===== config.mk =====
export PLATFORM = sky130hd
export DESIGN_NAME = crpg_resp_gen
export DESIGN_NICKNAME = d
export VERILOG_FILES = /design/src/pkg/crpg_pkg.sv /design/src/verilog/crpg_resp_gen.sv /design/src/verilog/crpg_null_enc.sv
export SDC_FILE = /design/constraint.sdc
export NUM_CORES = 1
export LEC_CHECK = 0
export BUFFER_PORTS_ARGS = -buffer_cell sky130_fd_sc_hd__buf_2
export CAP_MARGIN = 20
export CORE_MARGIN = 10
export CORE_UTILIZATION = 45
export DETAILED_ROUTE_END_ITERATION = 12
export GPL_ROUTABILITY_DRIVEN = 1
export PLACE_DENSITY = 0.72
export SLEW_MARGIN = 10
export SYNTH_ARGS = -nofsm -noshare
export SYNTH_HDL_FRONTEND = slang
export SYNTH_HIERARCHICAL = 1
export SYNTH_SLANG_ARGS = --single-unit

===== constraint.sdc =====
create_clock -name aclk -period 4.35 [get_ports aclk]
set_clock_uncertainty 0.15 [all_clocks]
set_input_delay 0.435 -clock aclk [delete_from_list [all_inputs] [get_ports aclk]]
set_output_delay 0.435 -clock aclk [all_outputs]
set_load 0.03 [all_outputs]

===== src/pkg/crpg_pkg.sv =====
// Package: constants and types for the coprocessor response primitive block
package crpg_pkg;

  // ----------------------------------------------------------------------
  // Register map (byte addresses)
  // ----------------------------------------------------------------------
  localparam logic [7:0] CTRL_OFS   = 8'h00;
  localparam logic [7:0] EVENT_OFS  = 8'h04;
  localparam logic [7:0] EVAL_OFS   = 8'h08;
  localparam logic [7:0] RESP_OFS   = 8'h0c;
  localparam logic [7:0] STATUS_OFS = 8'h10;

  // ----------------------------------------------------------------------
  // Control register fields
  // ----------------------------------------------------------------------
  localparam int CTRL_VARIANT_BIT = 0;
  localparam int CTRL_CRES_BIT    = 1;
  localparam int CTRL_EXC_BIT     = 2;
  localparam int CTRL_CA_BIT      = 3;
  localparam logic [3:0] CTRL_RST = 4'h0;

  // ----------------------------------------------------------------------
  // Event register bits (write one to fire)
  // ----------------------------------------------------------------------
  localparam int EV_START_BIT   = 0;
  localparam int EV_COND_BIT    = 1;
  localparam int EV_CONC_BIT    = 2;
  localparam int EV_SERVICE_BIT = 3;
  localparam int EV_DONE_BIT    = 4;
  localparam int EV_EVAL_BIT    = 5;
  localparam int EV_PCOK_BIT    = 6;

  // ----------------------------------------------------------------------
  // Primitive word layout
  // ----------------------------------------------------------------------
  localparam int CA_BIT = 15;
  localparam int PC_BIT = 14;
  localparam int IA_BIT = 8;
  localparam int PF_BIT = 1;
  localparam int TF_BIT = 0;
  localparam logic [4:0] NULL_FIXED = 5'h04;
  localparam logic [15:0] RESP_RST  = 16'h0802;

  localparam logic [1:0] AXI_OKAY   = 2'h0;
  localparam logic [1:0] AXI_SLVERR = 2'h2;

  typedef enum logic [2:0] {
    CRPG_IDLE, CRPG_COND, CRPG_CONC, CRPG_BUSY, CRPG_EVAL
  } crpg_state_t;

  typedef struct packed {
    logic come_again_flag;
    logic pass_counter_flag;
    logic interrupt_allow_flag;
    logic processing_finished_flag;
    logic condition_result_flag;
  } crpg_null_t;

endpackage


===== src/verilog/crpg_resp_gen.sv =====
// Response primitive generator with AXI4-Lite register access
// Function
// [RL1] Variant one: come-again set except null
// [RL2] Variant two may clear come-again on evaluate
// [RL3] Null word has fixed layout
// [RL4] Host honours interrupt-allow flag
// [RL5] Finished flag zero busy, one idle
// [RL6] Condition result meaningful only for conditionals
// [RL7] Predicate answer: all zero plus result
// [RL8] Idle answer: only finished flag set
// [RL9] Phase entry: only interrupt-allow set
// [RL10] Release with pass-counter only first response
// [RL11] Busy: come-again and interrupt-allow set
// [RL12] Busy with pass-counter only first response
// [RL13] Emit only the seven defined null codes
// [RL14] Host trace waits for finished flag
// [RL15] Host evaluates address, moves operand bytes
// [RL16] Host re-reads after come-again service
// [RL17] Come-again flag sits at bit 15
// [RL18] Pass-counter bit 14, once per dialog
// [RL19] Variant two flags missing counter transfer
// [RL20] Evaluate primitive replaced by null once read
// [RL21] Response register always shows pending primitive
`timescale 1ns/10ps
module crpg_resp_gen (
  input  wire logic        aclk,
  input  wire logic        aresetn,
  input  wire logic [7:0]  s_axi_awaddr,
  input  wire logic        s_axi_awvalid,
  output wire logic        s_axi_awready,
  input  wire logic [31:0] s_axi_wdata,
  input  wire logic [3:0]  s_axi_wstrb,
  input  wire logic        s_axi_wvalid,
  output wire logic        s_axi_wready,
  output wire logic [1:0]  s_axi_bresp,
  output wire logic        s_axi_bvalid,
  input  wire logic        s_axi_bready,
  input  wire logic [7:0]  s_axi_araddr,
  input  wire logic        s_axi_arvalid,
  output wire logic        s_axi_arready,
  output wire logic [31:0] s_axi_rdata,
  output wire logic [1:0]  s_axi_rresp,
  output wire logic        s_axi_rvalid,
  input  wire logic        s_axi_rready,
  output wire logic [15:0] response_word,
  output wire logic        protocol_violation
);

  // ----------------------------------------------------------------------
  // Write channel capture
  // ----------------------------------------------------------------------
  logic [7:0]  awaddr_q;
  logic        aw_have_q;
  logic [31:0] wdata_q;
  logic [3:0]  wstrb_q;
  logic        w_have_q;
  logic        bvalid_q;
  logic [1:0]  bresp_q;
  logic [31:0] rdata_q;
  logic [1:0]  rresp_q;
  logic        rvalid_q;

  assign s_axi_awready = !aw_have_q && !bvalid_q;
  assign s_axi_wready  = !w_have_q && !bvalid_q;
  assign s_axi_bvalid  = bvalid_q;
  assign s_axi_bresp   = bresp_q;
  assign s_axi_arready = !rvalid_q;
  assign s_axi_rvalid  = rvalid_q;
  assign s_axi_rdata   = rdata_q;
  assign s_axi_rresp   = rresp_q;

  wire wr_go = aw_have_q && w_have_q && !bvalid_q;
  wire rd_go = s_axi_arvalid && !rvalid_q;
  wire wr_ctrl  = wr_go && awaddr_q == crpg_pkg::CTRL_OFS;
  wire wr_event = wr_go && awaddr_q == crpg_pkg::EVENT_OFS;
  wire wr_eval  = wr_go && awaddr_q == crpg_pkg::EVAL_OFS;
  wire wr_ok    = wr_ctrl || wr_event || wr_eval;
  wire rd_resp  = rd_go && s_axi_araddr == crpg_pkg::RESP_OFS;
  wire rd_ok    = rd_go && (s_axi_araddr inside {crpg_pkg::CTRL_OFS,
                  crpg_pkg::EVENT_OFS, crpg_pkg::EVAL_OFS, crpg_pkg::RESP_OFS,
                  crpg_pkg::STATUS_OFS});

  // Event pulses only fire when byte lane 0 is enabled
  wire [6:0] ev = (wr_event && wstrb_q[0]) ? wdata_q[6:0] : 7'h00;

  always_ff @(posedge aclk) begin
    if (!aresetn) begin
      aw_have_q <= 1'b0;
      w_have_q  <= 1'b0;
      awaddr_q  <= 8'h00;
      wdata_q   <= 32'h0000_0000;
      wstrb_q   <= 4'h0;
    end else begin
      if (s_axi_awvalid && s_axi_awready) begin
        aw_have_q <= 1'b1;
        awaddr_q  <= s_axi_awaddr;
      end else if (wr_go) begin
        aw_have_q <= 1'b0;
      end
      if (s_axi_wvalid && s_axi_wready) begin
        w_have_q <= 1'b1;
        wdata_q  <= s_axi_wdata;
        wstrb_q  <= s_axi_wstrb;
      end else if (wr_go) begin
        w_have_q <= 1'b0;
      end
    end
  end

  always_ff @(posedge aclk) begin
    if (!aresetn) begin
      bvalid_q <= 1'b0;
      bresp_q  <= crpg_pkg::AXI_OKAY;
    end else if (wr_go) begin
      bvalid_q <= 1'b1;
      bresp_q  <= wr_ok ? crpg_pkg::AXI_OKAY : crpg_pkg::AXI_SLVERR;
    end else if (s_axi_bready) begin
      bvalid_q <= 1'b0;
    end
  end

  // ----------------------------------------------------------------------
  // Control and evaluate-primitive registers
  // ----------------------------------------------------------------------
  logic [3:0]  ctrl_q;
  logic [15:0] eval_q;

  always_ff @(posedge aclk) begin
    if (!aresetn) begin
      ctrl_q <= crpg_pkg::CTRL_RST;
      eval_q <= 16'h0000;
    end else begin
      if (wr_ctrl && wstrb_q[0]) begin
        ctrl_q <= wdata_q[3:0];
      end
      if (wr_eval && wstrb_q[0]) begin
        eval_q[7:0] <= wdata_q[7:0];
      end
      if (wr_eval && wstrb_q[1]) begin
        eval_q[15:8] <= wdata_q[15:8];
      end
    end
  end

  wire variant_two = ctrl_q[crpg_pkg::CTRL_VARIANT_BIT];
  wire cond_result = ctrl_q[crpg_pkg::CTRL_CRES_BIT];
  wire exc_enabled = ctrl_q[crpg_pkg::CTRL_EXC_BIT];
  wire ca_skip_ok  = ctrl_q[crpg_pkg::CTRL_CA_BIT];

  // ----------------------------------------------------------------------
  // Dialog state machine
  // ----------------------------------------------------------------------
  crpg_pkg::crpg_state_t state_q;
  crpg_pkg::crpg_state_t state_d;
  logic first_q;
  logic pc_req_q;
  logic cres_q;
  logic viol_q;
  logic [15:0] resp_word;

  always_comb begin
    state_d = state_q;
    case (state_q)
      crpg_pkg::CRPG_IDLE,
      crpg_pkg::CRPG_COND,
      crpg_pkg::CRPG_CONC,
      crpg_pkg::CRPG_BUSY: begin
        if (ev[crpg_pkg::EV_COND_BIT]) begin
          state_d = crpg_pkg::CRPG_COND;
        end else if (ev[crpg_pkg::EV_EVAL_BIT]) begin
          state_d = crpg_pkg::CRPG_EVAL;
        end else if (ev[crpg_pkg::EV_SERVICE_BIT]
                     || ev[crpg_pkg::EV_START_BIT]) begin
          state_d = crpg_pkg::CRPG_BUSY; // [RL11]
        end else if (ev[crpg_pkg::EV_CONC_BIT]) begin
          state_d = crpg_pkg::CRPG_CONC;
        end else if (ev[crpg_pkg::EV_DONE_BIT]) begin
          state_d = crpg_pkg::CRPG_IDLE;
        end
      end
      crpg_pkg::CRPG_EVAL: begin
        if (rd_resp) begin
          state_d = crpg_pkg::CRPG_BUSY; // [RL20]
        end
      end
      default: state_d = crpg_pkg::CRPG_IDLE;
    endcase
  end

  always_ff @(posedge aclk) begin
    if (!aresetn) begin
      state_q <= crpg_pkg::CRPG_IDLE;
    end else begin
      state_q <= state_d;
    end
  end

  // First response of a dialog: pass-counter may ride on it only once
  always_ff @(posedge aclk) begin
    if (!aresetn) begin
      first_q  <= 1'b0;
      pc_req_q <= 1'b0;
      cres_q   <= 1'b0;
    end else begin
      if (ev[crpg_pkg::EV_START_BIT]) begin
        first_q <= 1'b1;
      end else if (rd_resp) begin
        first_q <= 1'b0; // [RL10] [RL12] [RL18]
      end
      if (rd_resp && resp_word[crpg_pkg::PC_BIT]) begin
        pc_req_q <= 1'b1;
      end else if (ev[crpg_pkg::EV_PCOK_BIT] || ev[crpg_pkg::EV_START_BIT]) begin
        pc_req_q <= 1'b0;
      end
      if (ev[crpg_pkg::EV_COND_BIT]) begin
        cres_q <= cond_result; // [RL6] [RL7]
      end
    end
  end

  // An open counter request at the next start: violation in variant two
  wire viol_set = variant_two && pc_req_q && ev[crpg_pkg::EV_START_BIT];
  always_ff @(posedge aclk) begin
    if (!aresetn) begin
      viol_q <= 1'b0;
    end else if (viol_set) begin
      viol_q <= 1'b1; // [RL19]
    end else if (wr_ctrl && wstrb_q[0]) begin
      viol_q <= 1'b0;
    end
  end

  // ----------------------------------------------------------------------
  // Response word selection
  // ----------------------------------------------------------------------
  wire pc_now = first_q && exc_enabled;
  crpg_pkg::crpg_null_t nflags;
  always_comb begin
    nflags = '0;
    case (state_q)
      crpg_pkg::CRPG_IDLE: nflags.processing_finished_flag = 1'b1; // [RL5] [RL8]
      crpg_pkg::CRPG_COND: nflags.condition_result_flag = cres_q; // [RL7]
      crpg_pkg::CRPG_CONC: begin
        nflags.interrupt_allow_flag = 1'b1; // [RL9]
        nflags.pass_counter_flag    = pc_now; // [RL10]
      end
      crpg_pkg::CRPG_BUSY: begin
        nflags.come_again_flag      = 1'b1; // [RL11]
        nflags.interrupt_allow_flag = 1'b1;
        nflags.pass_counter_flag    = pc_now; // [RL12]
      end
      default: nflags = '0;
    endcase
  end
  logic [15:0] null_word;
  crpg_null_enc u_null (
    .flags (nflags),
    .word  (null_word)
  );

  // Variant one always forces come-again on the evaluate primitive
  wire eval_ca = variant_two ? (eval_q[crpg_pkg::CA_BIT] || !ca_skip_ok)
                             : 1'b1; // [RL1] [RL2]
  wire eval_pc = eval_q[crpg_pkg::PC_BIT] && first_q;
  wire [15:0] eval_word = {eval_ca, eval_pc, eval_q[13:0]};
  assign resp_word = (state_q == crpg_pkg::CRPG_EVAL)
                     ? eval_word : null_word; // [RL13] [RL21]
  assign response_word      = resp_word;
  assign protocol_violation = viol_q;

  // ----------------------------------------------------------------------
  // Read data
  // ----------------------------------------------------------------------
  logic [31:0] rd_mux;
  always_comb begin
    rd_mux = 32'h0000_0000;
    case (s_axi_araddr)
      crpg_pkg::CTRL_OFS:   rd_mux = {28'h0000000, ctrl_q};
      crpg_pkg::EVAL_OFS:   rd_mux = {16'h0000, eval_q};
      crpg_pkg::RESP_OFS:   rd_mux = {16'h0000, resp_word};
      crpg_pkg::STATUS_OFS: rd_mux = {28'h0000000, viol_q, pc_req_q,
                                      first_q, state_q == crpg_pkg::CRPG_IDLE};
      default:              rd_mux = 32'h0000_0000;
    endcase
  end

  always_ff @(posedge aclk) begin
    if (!aresetn) begin
      rvalid_q <= 1'b0;
      rdata_q  <= 32'h0000_0000;
      rresp_q  <= crpg_pkg::AXI_OKAY;
    end else if (rd_go) begin
      rvalid_q <= 1'b1;
      rdata_q  <= rd_mux;
      rresp_q  <= rd_ok ? crpg_pkg::AXI_OKAY : crpg_pkg::AXI_SLVERR;
    end else if (s_axi_rready) begin
      rvalid_q <= 1'b0;
    end
  end

  // ----------------------------------------------------------------------
  // Checks
  // ----------------------------------------------------------------------
  property p_null_fixed;
    @(posedge aclk) disable iff (!aresetn)
    state_q != crpg_pkg::CRPG_EVAL |->
      resp_word[13:9] == 5'h04 && resp_word[7:2] == 6'h00;
  endproperty
  a_null_fixed: assert property (p_null_fixed) // [RL3]
    else $error("null fixed bits wrong");
  property p_idle;
    @(posedge aclk) disable iff (!aresetn)
    state_q == crpg_pkg::CRPG_IDLE |-> resp_word == 16'h0802;
  endproperty
  a_idle: assert property (p_idle) // [RL8]
    else $error("idle primitive wrong");
  property p_pf;
    @(posedge aclk) disable iff (!aresetn)
    state_q != crpg_pkg::CRPG_EVAL |->
      resp_word[1] == (state_q == crpg_pkg::CRPG_IDLE);
  endproperty
  a_pf: assert property (p_pf) // [RL5]
    else $error("finished flag wrong");
  property p_cond;
    @(posedge aclk) disable iff (!aresetn)
    ev[crpg_pkg::EV_COND_BIT] |=>
      resp_word == {15'h0400, $past(cond_result)};
  endproperty
  a_cond: assert property (p_cond) // [RL7]
    else $error("condition answer wrong");
  property p_conc;
    @(posedge aclk) disable iff (!aresetn)
    state_q == crpg_pkg::CRPG_CONC |-> resp_word[15] == 1'b0
      && resp_word[8] && !resp_word[1] && !resp_word[0];
  endproperty
  a_conc: assert property (p_conc) // [RL9]
    else $error("release primitive wrong");
  property p_busy;
    @(posedge aclk) disable iff (!aresetn)
    state_q == crpg_pkg::CRPG_BUSY |-> resp_word[15] && resp_word[8]
      && resp_word[1:0] == 2'h0;
  endproperty
  a_busy: assert property (p_busy) // [RL11]
    else $error("busy primitive wrong");
  property p_pc_first;
    @(posedge aclk) disable iff (!aresetn) resp_word[14] |-> first_q;
  endproperty
  a_pc_first: assert property (p_pc_first) // [RL12]
    else $error("pass counter outside first response");
  property p_v1_ca;
    @(posedge aclk) disable iff (!aresetn)
    state_q == crpg_pkg::CRPG_EVAL && !variant_two |-> resp_word[15];
  endproperty
  a_v1_ca: assert property (p_v1_ca) // [RL1]
    else $error("variant one evaluate without come-again");
  property p_eval_once;
    @(posedge aclk) disable iff (!aresetn)
    state_q == crpg_pkg::CRPG_EVAL && rd_resp |=>
      state_q == crpg_pkg::CRPG_BUSY;
  endproperty
  a_eval_once: assert property (p_eval_once) // [RL20]
    else $error("evaluate primitive not discarded");
  property p_viol;
    @(posedge aclk) disable iff (!aresetn) viol_set |=> viol_q;
  endproperty
  a_viol: assert property (p_viol) // [RL19]
    else $error("violation not flagged");

endmodule


===== src/verilog/crpg_null_enc.sv =====
// Null primitive word encoder
`timescale 1ns/10ps
module crpg_null_enc (
  input  wire crpg_pkg::crpg_null_t flags,
  output wire logic [15:0]          word
);
  // ----------------------------------------------------------------------
  // Encoding
  // ----------------------------------------------------------------------
  assign word = {flags.come_again_flag, flags.pass_counter_flag,
                 crpg_pkg::NULL_FIXED, flags.interrupt_allow_flag,
                 6'h00, flags.processing_finished_flag,
                 flags.condition_result_flag}; // [RL3] [RL17] [RL18]
endmodule


==> results by group, run 1 <==
Clock tree
  – Worst-path clk slew: 0.07 ns
  – Skew-Pair Late Insertion Delay: 0.35 ns
  – H-Tree Depth: 3
  – Clock sinks: 75
  – CTS Root Cell: clkbuf_8
  – Post-CTS Repair Setup Buffers: 0
  – Number of CTS-inserted buffers: 9
  – TritonCTS clock tree: yes
  – Post-CTS resize count: 0
  – Longest Clk Path Bufs: 2
  – Cts hold-fix bufs: 0

Logic synthesis
  – Post-synth top area share: 40.9%
  – YS warnings: 6
  – #FFs+latches synth: 75
  – Commonest cells post-synth: 75 x dfxtp_1, 65 x nand2_1, 35 x buf_4
  – Count leader, synth: dfxtp_1
  – Syn avg cell area: 9.19 µm²
  – Cell variety after synth: 46
  – Top cells by area, synth: dfxtp_1 41%, buf_4 7.2%, mux2i_1 6.8%, a22o_1 6.7%, nand2_1 6.6%
  – Async set-reset flop share out of synthesis: 0%
  – Main synth FF type: dfxtp_1
  – Cell taking the most area after synthesis: dfxtp_1
  – Sequential share of the synthesized area: 40.9%
  – Area of the mapped netlist: 3670 µm²
  – Number of synthesized flops with an enable pin: 0
  – Post-synthesis instance total: 400

Global routing
  – Global-route wire length before repair: 13.4 mm
  – Met3 Use GR: 5.28%
  – Met1 usage: 16.7%
  – Initial antenna violation count: 0
  – Vias in the first global route: 2770
  – Total congestion overflow: 0
  – Largest net degree at the start of global routing: 62
  – Global Route Usage Sum: 13.6%
  – Global routing's busiest layer: met2
  – Grt met2 use: 22.2%

Die
  – Core Rows: 32
  – Starting Density: 46.8%
  – Core ar.: 7850 µm²
  – Ports: 117
  – Chip height: 110 µm
  – Die area: 12200 µm²
  – Die W: 110 µm

STA
  – Setup TNS: 0 ns
  – FMAX: 0.357 GHz
  – Final count of pins violating max slew: 0
  – Max-Slew Margin vs Limit: 41.5%
  – RSZ-0062 raised after global routing: no
  – Final setup fails: 0
  – Min cycle time layout: 2.80 ns
  – Final Hold Viols: 0
  – Worst slew pin tran: 0.873 ns
  – Final worst-path cycle share: 64.4%

Worst setup path
  – Crit path max-delay cell type: dfxtp_1
  – CP top delay family: buffers and inverters
  – Worst setup path start: state_q[2]
  – Worst Setup Start Kind: flop
  – WP buf/inv: 2
  – Worst reg2reg path startpoint: state_q[2]
  – CP arrival: 2.22 ns
  – Crit path capture type: primary output
  – Crit-path max cell delay: 0.49 ns
  – Crit Path Class: reg -> out
  – Worst path cell trace: nor3b_2, buf_4, mux2_2, buf_2
  – Critical Path RT: 3.76 ns
  – CP Max Fanout: 17

Route
  – Total number of vias: 2852
  – # DRC: 0
  – Final ANT Viol Nets: 0
  – Mean routed wirelength per cell: 14.4 µm
  – 1st-pass router iterations: 4
  – Via density: 4.99
  – WL final: 8.25 mm
  – Starting DRT DRC Count: 105

Worst hold path
  – Worst min path class: in -> reg
  – Hold wc startpoint: s_axi_arvalid

Placement
  – RePlAce Congestion: 0.857
  – Hpwl dp: 6.33 mm
  – IO buf count: 80

Run status
  – Status: finished clean

Layout
  – Number of inserted diodes: 0
  – Post-layout util: 53.1%
  – Share of layout cells above drive strength 1: 26.0%
  – P&R area growth vs syn: 13.3%
  – Final Net Count: 523

Power and ir drop
  – Leakage Power: 1.89 nW
  – Pwr Density: 340 nW/µm²
  – Peak VDD IR: 0.166 mV

Run
  – Max Cap Violations: 0
[state kept, by name (all words and copies together) (netlist names)]
name                flops
s_axi_rresp             1
w_have_q                1
aw_have_q               1
state_q                 3
s_axi_rdata            16
ctrl_q                  4
s_axi_bvalid            1
eval_q                 16
awaddr_q                8
s_axi_bresp             1
wstrb_q                 2
pc_req_q                1
wdata_q                16
cres_q                  1
first_q                 1
s_axi_rvalid            1
protocol_violation      1
[kinds of logic after synthesis]
group                  count (synthesis)  synth area share [%]
flip-flops                            75                  40.9
other                                  3                 0.306
multiplexers                          39                  11.1
AO/OA/AOI/OAI                         88                  18.1
AND/OR/NAND/NOR                      135                  19.6
buffers and inverters                 60                  10.0
[worst register-to-register path, stage by stage (launching register included)]
cell and delay (ns):
dfxtp_1 0.49, nor3b_2 0.49, buf_4 0.32, mux2_2 0.39
a22o_1 0.22, a22o_1 0.17
[stage by stage]
step | worst slack (ns) | cells | area (µm²) | hold WS, ns | total power [mW]
finish | 1.55 | 571 | 4160 | 0.170 | 1.42
global route | 1.43 | 571 | 4160 | 0.166 | 1.48
CTS | 1.56 | 570 | 4160 | 0.155 | 1.43
detailed placement | 1.66 | 554 | 3960 | 0.307 | 0.906
global placement | 1.70 | 554 | 3960 | 0.302 | 0.902
floorplan | 2.13 | 426 | 3770 | 0.285 | 0.878
[layout by cell type, fill, tap and decap left out, drive strengths merged, types with 3 or more instances in the layout]
cell,Yosys,layout
nand3b,3,3
nand2,65,65
dfxtp,75,75
clkbuf,15,10
mux2,14,14
mux2i,25,25
nand2b,3,3
inv,5,6
buf,40,82
a22o,28,28
a21boi,32,32
nor2b,27,27
nand3,4,4
o21ai,10,10
nor3b,3,3
nor2,13,13
clkinv,0,3
a21oi,7,7
and2,3,3
conb,3,29
nor3,3,3
[cell type report]
class                           count  area, µm²
Fill cell                         744       3680
Multi-Input combinational cell    291       1910
Sequential cell                    75       1500
Timing Repair Buffer               82        415
Clock buffer                       10        128
Tap cell                          102        128
Clock inverter                      6       65.1
Inverter                            5       18.8
[power by group]
| group | internal (mW) | leakage [nW] | switching (mW) |
|---|---|---|---|
| Sequential | 0.707 | 0.609 | 0.0176 |
| Clock | 0.266 | 0.0966 | 0.259 |
| Combinational | 0.0571 | 1.18 | 0.109 |
[layer usage]
layer | share of wire (%) | vias to the layer above
met1 | 45 | 1313
met2 | 46 | 84
li1 | - | 1445
met4 | 0.75 | 0
met3 | 8.4 | 10
met5 | 0 | -
[final timing paths]
kind                            to  depth (start not counted)  slack, ns
hold / removal        s_axi_rvalid                          2       0.17
hold reg to reg        awaddr_q[7]                          2       0.31
setup / recovery  response_word[8]                          4       1.55
setup reg to reg    s_axi_rdata[8]                          5       2.03
Note: power is estimated with default switching activity, not from simulation.
==> run 2: changes to the inputs <==
Clock period 4.35 ns to 2.7 ns, I/O delays scaled along.
==> run 2 against run 1 <==
Net effect: sequential cell count unchanged; global-route usage down 0.10 points; count of clock-buffer cells in the layout unchanged; worst setup slack worse by 1.2 ns; clock power up 65%; cell count up 0.70%; critical path depth unchanged; critical path type unchanged; total power up 63%; sequential share of layout area down 0.36 points.
==> results by group, run 2 (synthesized netlist as in run 1, its figures left out) <==
Worst setup path
  – Worst Setup Start Kind: flop
  – Worst path cell trace: nor3b_2, buf_4, mux2_2, buf_2
  – Crit path max-delay cell type: dfxtp_1
  – Crit path capture type: primary output
  – CP Max Fanout: 20
  – CP arrival: 1.96 ns
  – Critical Path RT: 2.28 ns
  – Worst setup path start: state_q[2]
  – Crit Path Class: reg -> out
  – Worst reg2reg path startpoint: awaddr_q[0]
  – Crit-path max cell delay: 0.47 ns

Power and ir drop
  – Peak VDD IR: 0.380 mV
  – Pwr Density: 548 nW/µm²
  – P_int: 1.68 mW
  – Comb power frac: 11.7%
  – Post-layout power: 2.30 mW
  – Sw Ratio: 26.9%
  – Sequential power share: 50.7%
  – Clock Power Share: 37.7%
  – NetSw: 620 µW
  – Leakage Power: 1.92 nW

Route
  – Final ANT Viol Nets: 0
  – Via density: 4.90
  – # DRC: 0
  – Top sig layer: met4
  – Wire length on met1: 3.68 mm
  – Mean routed wirelength per cell: 14.3 µm
  – WL final: 8.25 mm
  – Met2 wire len: 3.87 mm
  – Starting DRT DRC Count: 99
  – 1st-pass router iterations: 4
  – Total number of vias: 2818
  – Routed wl met3: 601 µm

Placement
  – Cells after DPL: 558
  – Pre-CTS WS: 0.340 ns
  – IO buf count: 80
  – Placed Area: 3990 µm²
  – Hpwl dp: 6.43 mm
  – RePlAce Congestion: 0.840

Die
  – Die W: 110 µm
  – Ports: 117
  – Core ar.: 7850 µm²
  – Starting Density: 46.8%
  – Die area: 12200 µm²
  – Core Rows: 32
  – Chip height: 110 µm

STA
  – RSZ-0062 raised after global routing: no
  – Min cycle time layout: 2.38 ns
  – Setup TNS: 0 ns
  – Final Hold Viols: 0
  – Worst slew pin tran: 0.640 ns
  – Final worst-path cycle share: 88.0%
  – Max-Slew Margin vs Limit: 57.2%
  – Final count of pins violating max slew: 0
  – FMAX: 0.421 GHz
  – Final setup fails: 0
  – Final setup margin: 0.324 ns
  – Final Hold Slack: 0.0163 ns

Layout
  – Final Instance Area: 4210 µm²
  – Commonest non-fill, non-tap cell in the layout: buf_2
  – Post-layout util: 53.6%
  – Commonest non-fill, non-tap cells in the layout: 80 x buf_2, 75 x dfxtp_1, 65 x nand2_1
  – # fillers: 759
  – Number of inserted diodes: 0
  – Final Net Count: 527
  – P&R area growth vs syn: 14.5%
  – Post-Layout Cell Count: 575
  – Share of layout cells above drive strength 1: 26.6%

Clock tree
  – CTS Root Cell: clkbuf_8
  – Clock sinks: 75
  – TritonCTS clock tree: yes
  – Longest Clk Path Bufs: 2
  – H-Tree Depth: 3
  – Skew-Pair Late Insertion Delay: 0.34 ns
  – Worst-path clk slew: 0.08 ns
  – Number of CTS-inserted buffers: 9
  – Post-CTS resize count: 0
  – Post-CTS Repair Setup Buffers: 0

Global routing
  – Initial antenna violation count: 0
  – Global Route Usage Sum: 13.5%
  – Vias in the first global route: 2761
  – Total congestion overflow: 0
  – Global-route wire length before repair: 13.3 mm
  – Largest net degree at the start of global routing: 58

Worst hold path
  – Hold wc startpoint: s_axi_awaddr[4]
  – Worst min path class: in -> reg

Run status
  – Status: finished clean

Run
  – Max Cap Violations: 0
[run 2: path summary, 6_finish.rpt]
path                           end  slack [ns]  cells past startpoint
setup / recovery  response_word[1]        0.32                      4
hold / removal         awaddr_q[4]        0.02                      3
setup reg to reg        eval_q[11]        0.63                      5
hold reg to reg        awaddr_q[7]        0.31                      2
[run 2: per-layer routing]
metal / global-route usage [%] / vias to the layer above
li1: - / 1461
met1: 16.7 / 1270
met2: 22.1 / 75
met3: 4.00 / 12
met4: 4.31 / 0
met5: 0 / -
[run 2: power groups by stage]
stage          sequential, mW  clock [mW]  combinational, mW
3_5_place_dp             1.19           0              0.268
4_1_cts                  1.17       0.888              0.270
2_1_floorplan            1.19           0              0.224
3_3_place_gp             1.19           0              0.263
5_1_grt                  1.17       0.933              0.298
6_report                 1.17       0.868              0.269
[run 2: cell type report]
cell class | instances | area [µm²] | share of cell area (%)
flip-flops and latches | 75 | 1500 | 35.7
multi-input cells | 291 | 1910 | 45.4
well taps | 102 | 128 | 3.03
clock inverters | 6 | 65.1 | 1.55
clock buffers | 10 | 138 | 3.27
repair buffers | 86 | 448 | 10.6
inverters | 5 | 18.8 | 0.446
[run 2: repair_timing]
action | 4_1_cts | 5_1_grt
hold buffers | 1 | 0
endpoints found under the setup margin | 0 | 0
endpoints found under the hold margin | 1 | 0
[run 2: critical path, delay by kind of cell, from the launching register on]
family / cells / cell delay, ns
AND/OR/NAND/NOR: 1 / 0.27
multiplexers: 1 / 0.39
buffers and inverters: 2 / 0.48
flip-flops: 1 / 0.47
==> run 3: changes to the inputs <==
Clock period 2.7 ns to 2.3 ns, I/O delays scaled along.
==> run 3 against run 2 <==
Net effect: register-to-register slack lost 0.42 ns; critical endpoint is now response_word[8]; non-clock buffer count is 31 higher; largest cell class unchanged; highest routed layer unchanged; worst setup slack got worse by 0.19 ns; cell count up 5.4%.
==> results by group, run 3 (synthesized netlist as in run 1, its figures left out) <==
Route
  – # DRC: 0
  – Mean routed wirelength per cell: 14.2 µm
  – Total number of vias: 2998
  – 1st-pass router iterations: 4
  – Final ANT Viol Nets: 0
  – Starting DRT DRC Count: 97
  – WL final: 8.62 mm
  – Via density: 4.95

STA
  – Min cycle time layout: 2.17 ns
  – Setup TNS: 0 ns
  – Max-Slew Margin vs Limit: 56.7%
  – Final Hold Viols: 0
  – Final setup margin: 0.132 ns
  – Final count of pins violating max slew: 0
  – RSZ-0062 raised after global routing: no
  – Final setup fails: 0
  – FMAX: 0.461 GHz
  – Worst slew pin tran: 0.649 ns
  – Final worst-path cycle share: 94.3%

Worst setup path
  – Worst reg2reg path startpoint: awaddr_q[0]
  – R2R Setup Slk: 0.21 ns
  – Critical R2R Capture: eval_q[8]
  – CP top delay family: flip-flops
  – Worst R2R Path Depth: 5
  – WP buf/inv: 2
  – Crit Path Class: reg -> out
  – CP Max Fanout: 20
  – Worst Setup Start Kind: flop
  – Critical Path RT: 1.92 ns
  – Worst path cell trace: nor3b_4, buf_12, mux2_2, buf_2
  – Crit path max-delay cell type: dfxtp_1
  – CP arrival: 1.79 ns
  – Crit path capture type: primary output
  – Crit-path max cell delay: 0.38 ns

Layout
  – Commonest non-fill, non-tap cells in the layout: 80 x buf_2, 75 x dfxtp_1, 65 x nand2_1
  – Number of inserted diodes: 0
  – Final Net Count: 558
  – Post-Layout Cell Count: 606
  – Commonest non-fill, non-tap cell in the layout: buf_2
  – # fillers: 712
  – Share of layout cells above drive strength 1: 25.2%
  – P&R area growth vs syn: 23.4%

Worst hold path
  – Hold Path Depth: 3
  – Worst min path class: in -> reg
  – Hold wc startpoint: s_axi_araddr[4]
  – Min-Delay Endpoint: s_axi_rresp[1]

Power and ir drop
  – Leakage Power: 2.05 nW
  – Post-layout power: 2.80 mW
  – Pwr Density: 617 nW/µm²
  – Peak VDD IR: 0.474 mV

Clock tree
  – Clock sinks: 75
  – Skew-Pair Late Insertion Delay: 0.34 ns
  – TritonCTS clock tree: yes
  – Worst-path clk slew: 0.08 ns
  – Longest Clk Path Bufs: 2
  – CTS Root Cell: clkbuf_8
  – Post-CTS Repair Setup Buffers: 0
  – H-Tree Depth: 3
  – Number of CTS-inserted buffers: 9

Placement
  – IO buf count: 80
  – Hpwl dp: 6.49 mm
  – Cells after DPL: 560
  – Pre-CTS WS: 0.156 ns
  – RePlAce Congestion: 0.824

Die
  – Ports: 117
  – Die W: 110 µm
  – Chip height: 110 µm
  – Core ar.: 7850 µm²
  – Core Rows: 32
  – Starting Density: 46.8%
  – Die area: 12200 µm²

Global routing
  – Total congestion overflow: 0
  – Initial antenna violation count: 0
  – Vias in the first global route: 3112
  – Global-route wire length before repair: 14.4 mm
  – Largest net degree at the start of global routing: 61
  – Global Route Usage Sum: 14.7%

Run status
  – Status: finished clean

Run
  – Max Cap Violations: 0
## run 3: cell count changes in the layout (fill, tap and decap cells not counted)
| cell | delta |
|---|---|
| bufinv_16 | +1 |
| buf_12 | +1 |
| o21ai_0 | -1 |
| dlygate4sd3_1 | +28 |
| clkbuf_8 | -1 |
| clkinv_4 | -2 |
| clkbuf_1 | +2 |
| nor3b_4 | +1 |
| o21ai_1 | +1 |
| buf_4 | +2 |
| nor3b_2 | -1 |
## run 3: how the worst max path moves through the flow
| stage | startpoint | end | slack, ns | cells past startpoint |
|---|---|---|---|---|
| 2_1_floorplan | state_q[2] | s_axi_rdata[8] | 0.08 | 5 |
| 3_3_place_gp | s_axi_araddr[1] | s_axi_rdata[15] | 0.19 | 7 |
| 3_5_place_dp | s_axi_araddr[1] | s_axi_rdata[15] | 0.16 | 7 |
| 4_1_cts | state_q[1] | response_word[14] | 0.05 | 5 |
| 6_report | state_q[0] | response_word[8] | 0.13 | 4 |
| 5_1_grt | state_q[1] | response_word[14] | 0.03 | 5 |
## run 3: timing repair
action	4_1_cts	5_1_grt
hold buffers	29	0
endpoints found under the setup margin	0	2
hold endpoints to repair	28	0
resized for setup	0	2
## run 3: worst min-delay path, delay by kind of cell
family,cells,cell delay [ns]
buf+inv,1,0.15
compound gates,2,0.17
## run 3: per-layer routing
metal / global-route usage, % / vias to the layer above / routed length, µm
li1: - / 1523 / -
met1: 16.9 / 1392 / 3640
met2: 25.1 / 75 / 4190
met3: 4.99 / 8 / 696
met4: 4.40 / 0 / 83
met5: 0 / - / 0
## run 3: area by class of cell
cell class                 instances  area (µm²)  share of cell area [%]
timing repair buffer             117         763                    16.8
multi-input combinational        291        1910                    42.2
sequential                        75        1500                    33.1
clock inverter                     5        77.6                    1.71
tap                              102         128                    2.81
clock buffer                      11         131                    2.90
inverter                           5        18.8                   0.414
## run 3: power breakdown
part	internal, mW	switching [mW]
combinational	0.141	0.215
sequential	1.34	0.0334
clock	0.608	0.464
## run 3: stage by stage
stage                     hold slack (ns)  area [µm²]  utilization (%)
after CTS                          0.0792        4520             57.6
final                              0.0930        4530             57.8
after floorplan                     0.218        3770                -
after global routing                0.110        4530             57.8
after global placement              0.295        4020             51.2
after detailed placement            0.305        4020             51.2
